<file path="src/logic/dshbp_pkg.sv">
package dshbp_pkg;
	localparam int DSHBP_DATA_W = 8;
	localparam int DSHBP_CHANNELS = 2;
	localparam int DSHBP_SOURCES = 4;
	// Channel select and data/control select encodings
	localparam logic DSHBP_CHAN_A = 1'h0;
	localparam logic DSHBP_CHAN_B = 1'h1;
	localparam logic DSHBP_SEL_DATA = 1'h0;
	localparam logic DSHBP_SEL_CTRL = 1'h1;
	localparam logic [7:0] DSHBP_BYTE_ZERO = 8'h00;
	localparam logic [7:0] DSHBP_VECTOR_RESET = 8'h00;
	// Vector low bits carry the winning source when status affects vector
	localparam int DSHBP_VEC_CAUSE_LSB = 0;
	localparam int DSHBP_VEC_CAUSE_W = 3;

	typedef enum logic [1:0] {
		DSHBP_MODE_RW = 2'h0,
		DSHBP_MODE_IACK = 2'h1,
		DSHBP_MODE_DMA = 2'h3
	} dshbp_mode_type;

	typedef enum logic [2:0] {
		DSHBP_OP_NONE = 3'h0,
		DSHBP_OP_WR_CHAR = 3'h1,
		DSHBP_OP_RD_CHAR = 3'h3,
		DSHBP_OP_WR_CTRL = 3'h2,
		DSHBP_OP_RD_STAT = 3'h6
	} dshbp_op_type;
endpackage

</file>
<file path="src/logic/dshbp_bus_if.sv">
`timescale 1ns/1ps
interface dshbp_bus_if;
	import dshbp_pkg::*;
	logic chip_select_n;
	logic read_n;
	logic write_n;
	logic chan_sel;
	logic ctrl_sel;
	logic interrupt_acknowledge_in_n;
	logic dma_cycle;
	logic [DSHBP_DATA_W-1:0] host_data;
	logic [DSHBP_DATA_W-1:0] dev_data;
	logic dev_data_oe;
	logic interrupt_req_n;

	modport device (
		input chip_select_n, read_n, write_n, chan_sel, ctrl_sel,
		input interrupt_acknowledge_in_n, dma_cycle, host_data,
		output dev_data, dev_data_oe, interrupt_req_n
	);
	modport host (
		output chip_select_n, read_n, write_n, chan_sel, ctrl_sel,
		output interrupt_acknowledge_in_n, dma_cycle, host_data,
		input dev_data, dev_data_oe, interrupt_req_n
	);
endinterface

</file>
<file path="src/logic/dshbp_device.sv">
`timescale 1ns/1ps
module dshbp_device
	import dshbp_pkg::*;
(
	// Clock and reset
	input wire logic ref_clk,
	input wire logic sys_rst,
	// Host bus
	dshbp_bus_if.device bus,
	// Channel data path
	output logic [DSHBP_CHANNELS-1:0] tx_load,
	output logic [DSHBP_DATA_W-1:0] tx_char,
	input wire logic [DSHBP_CHANNELS*DSHBP_DATA_W-1:0] rx_char,
	output logic [DSHBP_CHANNELS-1:0] rx_taken,
	output logic [DSHBP_CHANNELS-1:0] ctrl_load,
	output logic [DSHBP_DATA_W-1:0] ctrl_byte,
	input wire logic [DSHBP_CHANNELS*DSHBP_DATA_W-1:0] status_byte,
	// Interrupt sources, index 0 highest priority
	input wire logic [DSHBP_SOURCES-1:0] irq_source,
	input wire logic vectored_enable,
	input wire logic status_affects_vector,
	input wire logic [DSHBP_DATA_W-1:0] base_vector,
	// Mode seen by the block
	output dshbp_mode_type bus_mode
);
	// ------------------------------
	// Transfer decode
	// ------------------------------
	function automatic dshbp_op_type decode_op(input logic cs_n, input logic rd_n,
		input logic wr_n, input logic cd);
		dshbp_op_type op;
		op = DSHBP_OP_NONE;
		if (!cs_n) begin
			if (!wr_n && rd_n) begin
				op = (cd == DSHBP_SEL_DATA) ? DSHBP_OP_WR_CHAR : DSHBP_OP_WR_CTRL;
			end else if (!rd_n && wr_n) begin
				op = (cd == DSHBP_SEL_DATA) ? DSHBP_OP_RD_CHAR : DSHBP_OP_RD_STAT;
			end
			// Both high stays idle; both low is illegal and ignored
		end
		return op;
	endfunction

	dshbp_op_type op_now;
	logic op_active_reg;
	logic op_start;
	logic chan;
	logic iack_active;

	assign op_now = decode_op(bus.chip_select_n, bus.read_n, bus.write_n, bus.ctrl_sel);
	assign chan = bus.chan_sel;
	assign op_start = (op_now != DSHBP_OP_NONE) && !op_active_reg;
	assign iack_active = !bus.interrupt_acknowledge_in_n;

	// ------------------------------
	// Mode
	// ------------------------------
	always_ff @(posedge ref_clk) begin
		if (sys_rst) begin
			bus_mode <= DSHBP_MODE_RW;
		end else if (iack_active) begin
			bus_mode <= DSHBP_MODE_IACK;
		end else if (bus.dma_cycle) begin
			bus_mode <= DSHBP_MODE_DMA;
		end else begin
			bus_mode <= DSHBP_MODE_RW;
		end
	end

	// ------------------------------
	// Strobe edge tracking
	// ------------------------------
	// One load per strobe, however long the host holds it
	always_ff @(posedge ref_clk) begin
		if (sys_rst) begin
			op_active_reg <= 1'h0;
		end else begin
			op_active_reg <= (op_now != DSHBP_OP_NONE);
		end
	end

	// ------------------------------
	// Writes
	// ------------------------------
	always_ff @(posedge ref_clk) begin
		if (sys_rst) begin
			tx_load <= '0;
			ctrl_load <= '0;
			tx_char <= DSHBP_BYTE_ZERO;
			ctrl_byte <= DSHBP_BYTE_ZERO;
		end else begin
			tx_load <= '0;
			ctrl_load <= '0;
			if (op_start && op_now == DSHBP_OP_WR_CHAR) begin
				tx_load[chan] <= 1'h1;
				tx_char <= bus.host_data;
			end
			if (op_start && op_now == DSHBP_OP_WR_CTRL) begin
				ctrl_load[chan] <= 1'h1;
				ctrl_byte <= bus.host_data;
			end
		end
	end

	// ------------------------------
	// Interrupt priority
	// ------------------------------
	logic [DSHBP_VEC_CAUSE_W-1:0] win_idx;
	logic win_any;
	logic [DSHBP_DATA_W-1:0] vector_value;

	always_comb begin
		win_idx = '0;
		win_any = 1'h0;
		for (int i = DSHBP_SOURCES - 1; i >= 0; i--) begin
			if (irq_source[i]) begin
				win_idx = DSHBP_VEC_CAUSE_W'(i);
				win_any = 1'h1;
			end
		end
	end

	always_comb begin
		vector_value = base_vector;
		if (status_affects_vector) begin
			vector_value[DSHBP_VEC_CAUSE_LSB +: DSHBP_VEC_CAUSE_W] = win_idx;
		end
	end

	// ------------------------------
	// Vector capture
	// ------------------------------
	// Frozen during acknowledge so late requests cannot change the vector
	logic [DSHBP_DATA_W-1:0] frozen_vector_reg;
	always_ff @(posedge ref_clk) begin
		if (sys_rst) begin
			frozen_vector_reg <= DSHBP_VECTOR_RESET;
		end else if (!iack_active) begin
			frozen_vector_reg <= vector_value;
		end
	end

	// ------------------------------
	// Interrupt request
	// ------------------------------
	always_ff @(posedge ref_clk) begin
		if (sys_rst) begin
			bus.interrupt_req_n <= 1'h1;
		end else begin
			bus.interrupt_req_n <= !win_any;
		end
	end

	// ------------------------------
	// Byte lanes
	// ------------------------------
	// Channel A sits in the low byte, channel B above it
	function automatic logic [DSHBP_DATA_W-1:0] lane_byte(
		input logic [DSHBP_CHANNELS*DSHBP_DATA_W-1:0] lanes, input logic ch);
		return lanes[ch*DSHBP_DATA_W +: DSHBP_DATA_W];
	endfunction

	logic [DSHBP_DATA_W-1:0] rx_lane;
	logic [DSHBP_DATA_W-1:0] status_lane;
	assign rx_lane = lane_byte(rx_char, chan);
	assign status_lane = lane_byte(status_byte, chan);

	// ------------------------------
	// Read data and bus drive
	// ------------------------------
	always_ff @(posedge ref_clk) begin
		if (sys_rst) begin
			bus.dev_data <= DSHBP_BYTE_ZERO;
			bus.dev_data_oe <= 1'h0;
			rx_taken <= '0;
		end else begin
			rx_taken <= '0;
			bus.dev_data_oe <= 1'h0;
			if (iack_active && vectored_enable) begin
				bus.dev_data <= frozen_vector_reg;
				bus.dev_data_oe <= 1'h1;
			end else if (op_now == DSHBP_OP_RD_CHAR) begin
				bus.dev_data <= rx_lane;
				bus.dev_data_oe <= 1'h1;
				rx_taken[chan] <= op_start;
			end else if (op_now == DSHBP_OP_RD_STAT) begin
				bus.dev_data <= status_lane;
				bus.dev_data_oe <= 1'h1;
			end
		end
	end
endmodule

</file>
<file path="src/flat_wrapper.sv">
// flat-port wrapper written by rule: the top's interface ports become plain ports
module dshbp_device_flat import dshbp_pkg::*;
  (ref_clk, sys_rst, tx_load, tx_char, rx_char, rx_taken, ctrl_load, ctrl_byte, status_byte, irq_source, vectored_enable, status_affects_vector, base_vector, bus_mode, bus_chip_select_n, bus_read_n, bus_write_n, bus_chan_sel, bus_ctrl_sel, bus_interrupt_acknowledge_in_n, bus_dma_cycle, bus_host_data, bus_dev_data, bus_dev_data_oe, bus_interrupt_req_n);
  dshbp_bus_if bus_i ();
  input wire logic ref_clk;
  input wire logic sys_rst;
  output logic [DSHBP_CHANNELS-1:0] tx_load;
  output logic [DSHBP_DATA_W-1:0] tx_char;
  input wire logic [DSHBP_CHANNELS*DSHBP_DATA_W-1:0] rx_char;
  output logic [DSHBP_CHANNELS-1:0] rx_taken;
  output logic [DSHBP_CHANNELS-1:0] ctrl_load;
  output logic [DSHBP_DATA_W-1:0] ctrl_byte;
  input wire logic [DSHBP_CHANNELS*DSHBP_DATA_W-1:0] status_byte;
  input wire logic [DSHBP_SOURCES-1:0] irq_source;
  input wire logic vectored_enable;
  input wire logic status_affects_vector;
  input wire logic [DSHBP_DATA_W-1:0] base_vector;
  output dshbp_mode_type bus_mode;
  input wire logic [$bits(bus_i.chip_select_n)-1:0] bus_chip_select_n;
  input wire logic [$bits(bus_i.read_n)-1:0] bus_read_n;
  input wire logic [$bits(bus_i.write_n)-1:0] bus_write_n;
  input wire logic [$bits(bus_i.chan_sel)-1:0] bus_chan_sel;
  input wire logic [$bits(bus_i.ctrl_sel)-1:0] bus_ctrl_sel;
  input wire logic [$bits(bus_i.interrupt_acknowledge_in_n)-1:0] bus_interrupt_acknowledge_in_n;
  input wire logic [$bits(bus_i.dma_cycle)-1:0] bus_dma_cycle;
  input wire logic [$bits(bus_i.host_data)-1:0] bus_host_data;
  output wire logic [$bits(bus_i.dev_data)-1:0] bus_dev_data;
  output wire logic [$bits(bus_i.dev_data_oe)-1:0] bus_dev_data_oe;
  output wire logic [$bits(bus_i.interrupt_req_n)-1:0] bus_interrupt_req_n;
  assign bus_i.chip_select_n = bus_chip_select_n;
  assign bus_i.read_n = bus_read_n;
  assign bus_i.write_n = bus_write_n;
  assign bus_i.chan_sel = bus_chan_sel;
  assign bus_i.ctrl_sel = bus_ctrl_sel;
  assign bus_i.interrupt_acknowledge_in_n = bus_interrupt_acknowledge_in_n;
  assign bus_i.dma_cycle = bus_dma_cycle;
  assign bus_i.host_data = bus_host_data;
  assign bus_dev_data = bus_i.dev_data;
  assign bus_dev_data_oe = bus_i.dev_data_oe;
  assign bus_interrupt_req_n = bus_i.interrupt_req_n;
  dshbp_device u_core (.ref_clk(ref_clk), .sys_rst(sys_rst), .bus(bus_i), .tx_load(tx_load), .tx_char(tx_char), .rx_char(rx_char), .rx_taken(rx_taken), .ctrl_load(ctrl_load), .ctrl_byte(ctrl_byte), .status_byte(status_byte), .irq_source(irq_source), .vectored_enable(vectored_enable), .status_affects_vector(status_affects_vector), .base_vector(base_vector), .bus_mode(bus_mode));
endmodule
</file>
<file path="config.mk">
export PLATFORM = sky130hd
export DESIGN_NAME = dshbp_device_flat
export DESIGN_NICKNAME = d
export VERILOG_FILES = /design/src/logic/dshbp_pkg.sv /design/src/logic/dshbp_bus_if.sv /design/src/logic/dshbp_device.sv /design/src/flat_wrapper.sv
export SDC_FILE = /design/constraint.sdc
export NUM_CORES = 1
export LEC_CHECK = 0
export BUFFER_PORTS_ARGS = -buffer_cell sky130_fd_sc_hd__buf_2
export CORE_MARGIN = 3
export CORE_UTILIZATION = 35
export DETAILED_ROUTE_END_ITERATION = 8
export PLACE_DENSITY = 0.6
export SYNTH_ARGS = -nofsm -noshare
export SYNTH_HDL_FRONTEND = slang
export SYNTH_SLANG_ARGS = --single-unit
</file>
<file path="constraint.sdc">
create_clock -name ref_clk -period 1.2 [get_ports ref_clk]
set_input_delay 0.12 -clock ref_clk [delete_from_list [all_inputs] [get_ports ref_clk]]
set_output_delay 0.12 -clock ref_clk [all_outputs]
set_load 0.05 [all_outputs]
</file>
Yosys cells after proc, flatten, opt, wreduce, memory -nomap -nowiden
Index checks and enable logic that the tools add are counted.
Cells by class
  $add $sub $neg: 0
  multipliers: 0
  divide/modulo/power cells: 0
  magnitude comparators: 2
  eq/ne operators: 4
  shifts and indexed selects: 2
  mux-type cells: 24
  bitwise logic cells: 5
  reduce and logical (&&, ||, !) cells: 18
Operators with widths (number)
  $shiftx A16 B5 Y8: 2
  $mux W8: 3
  $mux W3: 5
  $mux W2: 6
  $mux W1: 9
  $logic_and A1 B1 Y1: 7
  $eq A3 B2 Y1 const B: 2
  $reduce_bool A3 Y1: 2
  $reduce_or A2 Y1: 3
  $logic_not A1 Y1: 5
  $not A1 Y1: 4
  $eq A3 B1 Y1 const B: 1
  $eq A3 B3 Y1 const B: 1
  $reduce_or A3 Y1: 1
  $and A2 B2 Y2: 1
  $lt A1 B2 Y1 const B: 1
  $demux W1 S1: 1
  $ge A1 B1 Y1 const B: 1
Storage, ports and cells
  flip-flop bits (word level): 43
  bits in latches: 0
  bits in writable memories: 0
  bits in read-only memories: 0
  input bits: 63
  logic and storage cells: 67
  memories: 0

Logic depth before layout (Yosys ltp)
  depth in word-level cells: 10
  mapped depth: 5
  depth with buffers taken out: 3

Least setup slack after synthesis
OpenSTA, ideal clock, no wires.
  path kind: register -> register
  start point: register u_core.op_active_reg
  end point: register u_core.tx_char[4]
  data arrival time: 0.942 ns
  required time: 1.068 ns
  slack: 0.126 ns
  cell stages (with the launch flop): 5
  buffers on the path: 1
  cell sequence: dfxtp_1 > or2_2 > buf_1 > o21ai_0 > a21oi_1
On the way
  cells in the longest elaborated chain, start to end: 3
Ends and longest elaborated chain
  from (decl): RTL line dshbp_device.sv:45  | logic op_active_reg;
  from (signal assigned): RTL line dshbp_device.sv:78  | op_active_reg <= (op_now != DSHBP_OP_NONE);
  $logic_not A1 Y1: RTL line dshbp_device.sv:52  | assign op_start = (op_now != DSHBP_OP_NONE) && !op_active_reg;
  $logic_and A1 B1 Y1: RTL line dshbp_device.sv:52
  $logic_and A1 B1 Y1: RTL line dshbp_device.sv:94  | if (op_start && op_now == DSHBP_OP_WR_CHAR) begin
  to (signal assigned): RTL line dshbp_device.sv:96  | tx_char <= bus.host_data;
  to (decl): RTL line dshbp_device.sv:12  | output logic [DSHBP_DATA_W-1:0] tx_char,
Every way passes these cells.
A chain may end at the register's enable or synchronous reset.

Final worst setup path
  start point: register u_core.op_active_reg
  end point: register u_core.tx_char[2]
Same word-level chain as after synthesis.

==> run_results.csv <==
group,metric,value,unit
status,status,"complete, no violations",
sta,slew_headroom,0.744,
clock_tree,clk_pin_slew,0.08,ns
sta,min_period,1.09,ns
clock_tree,clock_latency,0.29,ns
global_route,grt_max_degree,20,
floorplan,num_io_pins,97,
clock_tree,cts-root-buf,"clkbuf_8",
placed_design,io_buffers,96,
floorplan,row_count,25,
routing,drtPass1Iterations,4,
sta,setup_viol,0,
synthesis,synth_top_area_share,0.460,
setup_path,required,1.38,ns
sta,slew_viol_final,0,
placed_design,place_congestion,0.789,
routing,vias,1772,
synthesis,ys_seq_area_frac,0.460,
clock_tree,cts_buffers,5,
placed_design,dp.cells,347,
global_route,overflow,0,
power_and_ir_drop,p_per_area,1260,nW/um^2
clock_tree,cts_max_level,2,
routing,ant_nets,0,
finish,fillers,493,
floorplan,fp.dieH,79.1,microns
synthesis,yosysWarnings,0,
finish,area_growth,37.3,%
global_route,grt_pass1_vias,1738,
floorplan,initial_core_util,0.378,
placed_design,place_area,2450,sq um
power_and_ir_drop,p_leak,0.00116,uW
routing,vias_per_cell,4.99,
routing,drt-initial-drc-count,32,
setup_path,start_kind,"flip-flop",
clock_tree,cts_tree,"yes",
finish,antenna_cells,0,
clock_tree,cts.sinks,43,
finish,fin_cells,355,
setup_path,end_kind,"flip-flop",
routing,totalWireLength,5.06,mm
sta,hold_viol_final,0,
setup_path,worstPathArrival,1.27,ns
sta,fmaxAchievable,919,MHz
clock_tree,cts_hold_buf,0,
routing,wl_per_cell,14.2,microns
global_route,antenna_found_initial,0,
synthesis,synth_area_leaders,"dfxtp_1 (46%), mux4_2 (7.2%), a21oi_1 (6.4%)",
sta,setup_tns,0,ns
synthesis,syn_avg_cell_area,9.95,sq um
clock_tree,clockBufferDepth,2,
synthesis,synth-seq-cells,43,
sta,rsz0062_at_grt,"no",
finish,post-route-util,0.520,
synthesis,syn_inst,188,
synthesis,synth_cell_types,33,
sta,period_share,0.906,
routing,drc,0,
setup_path,critPathKind,"reg -> reg",
global_route,grt.total_usage,0.162,
finish,fin_area,2570,sq um
floorplan,dieArea,6260,sq um
floorplan,coreArea,4940,sq um
floorplan,fp.dieW,79.1,microns
synthesis,syn_nets,251,
synthesis,yosys.area.top_type,"dfxtp_1",
min_path,hold_path_class,"in -> reg",
global_route,grt_pass1_wl,8.02,mm
sta,tightest_slew,0.383,ns
synthesis,synth_area,1870,sq um
finish,drive_gt1_frac,0.431,
power_and_ir_drop,peakVddDrop,734,uV
finish,nets,350,
setup_path,worstPathMaxFanout,10,
job,cap_viol_max_count,0,
clock_tree,cts_resized,0,
placed_design,dp_hpwl,3.98,mm
sta,finalClockSkew,0.00435,ns
clock_tree,postCtsSetupBuffers,0,
[cell usage in the layout, fill, tap and decap left out, types with 2 or more instances in the layout]
master and instances:
inv_1 3, nand3_1 16, buf_4 8, o31ai_1 2, nand3b_1 3, mux2i_1 11, nand2b_1 6, nor2_1 10
buf_2 96, mux4_1 2, o21ai_0 20, mux4_2 6, dfxtp_1 43, buf_12 2, a311oi_1 2, o221a_1 2
a21oi_1 24, nand2_1 4, nor2b_1 5, nor3_1 4, clkbuf_8 6
[critical path: stages (launching register included)]
cell	delay, ns
dfxtp_1	0.33
or2_2	0.37
o21ai_0	0.19
a21oi_1	0.08
[power by group]
part | internal [uW] | leakage [uW] | switching, uW
sequential | 1480 | 0.000351 | 22.7
combinational | 237 | 0.000746 | 344
clock | 673 | 0.0000612 | 483
[metal layers]
layer | share of wire | global-route usage | up-vias
met5 | 0 | 0 | -
met4 | 0.0075 | 0.0567 | 0
met3 | 0.062 | 0.0329 | 2
met2 | 0.49 | 0.274 | 56
met1 | 0.44 | 0.206 | 829
li1 | - | - | 885
[logic make-up after synthesis]
family / after synthesis / share of synthesized area
mux: 19 / 0.159
buf+inv: 17 / 0.0508
xor+xnor: 1 / 0.00468
compound gates: 53 / 0.159
simple gates: 55 / 0.167
flops: 43 / 0.460
[cells in the mapped netlist (all sizes together)]
master and instances:
nor2 10, nand3b 3, o41ai 1, mux4 8
dfxtp 43, clkbuf 5, o21ai 21, o211ai 1
nor3 4, nor2b 5, inv 3, o31ai 2
o221a 2, a311oi 2, nand2 4, and3 1
a21oi 24, xnor2 1, nand3 16, nor3b 2
nor4 1, and2 1, buf 9, mux2i 11
or2 1, or3b 1, nand2b 6
[stage by stage]
step	setup slack, ns	hold slack (ns)	power [uW]
floorplan	0.126	0.197	1900
global placement	-0.0796	0.331	2110
detailed placement	-0.130	0.337	2120
CTS	0.123	0.0204	3290
global route	0.0238	0.0289	3390
finish	0.112	0.0273	3240
[path summary, 6_finish.rpt]
kind | startpoint | endpoint | slack [ns] | cells after the start
setup / recovery | u_core.op_active_reg | u_core.tx_char[2] | 0.11 | 3
hold / removal | irq_source[1] | u_core.bus.interrupt_req_n | 0.03 | 2
setup reg to reg | u_core.op_active_reg | u_core.tx_char[2] | 0.11 | 3
hold reg to reg | u_core.ctrl_byte[0] | u_core.ctrl_byte[0] | 0.48 | 2
[area by class of cell]
class / count / area (sq um) / share of cell area
Clock buffer: 6 / 82.6 / 0.0321
Multi-Input combinational cell: 128 / 915 / 0.356
Inverter: 3 / 11.3 / 0.00438
Clock inverter: 2 / 35.0 / 0.0136
Tap cell: 67 / 83.8 / 0.0326
Sequential cell: 43 / 861 / 0.335
Timing Repair Buffer: 106 / 581 / 0.226
No activity file was read; power rests on OpenSTA's default activity.
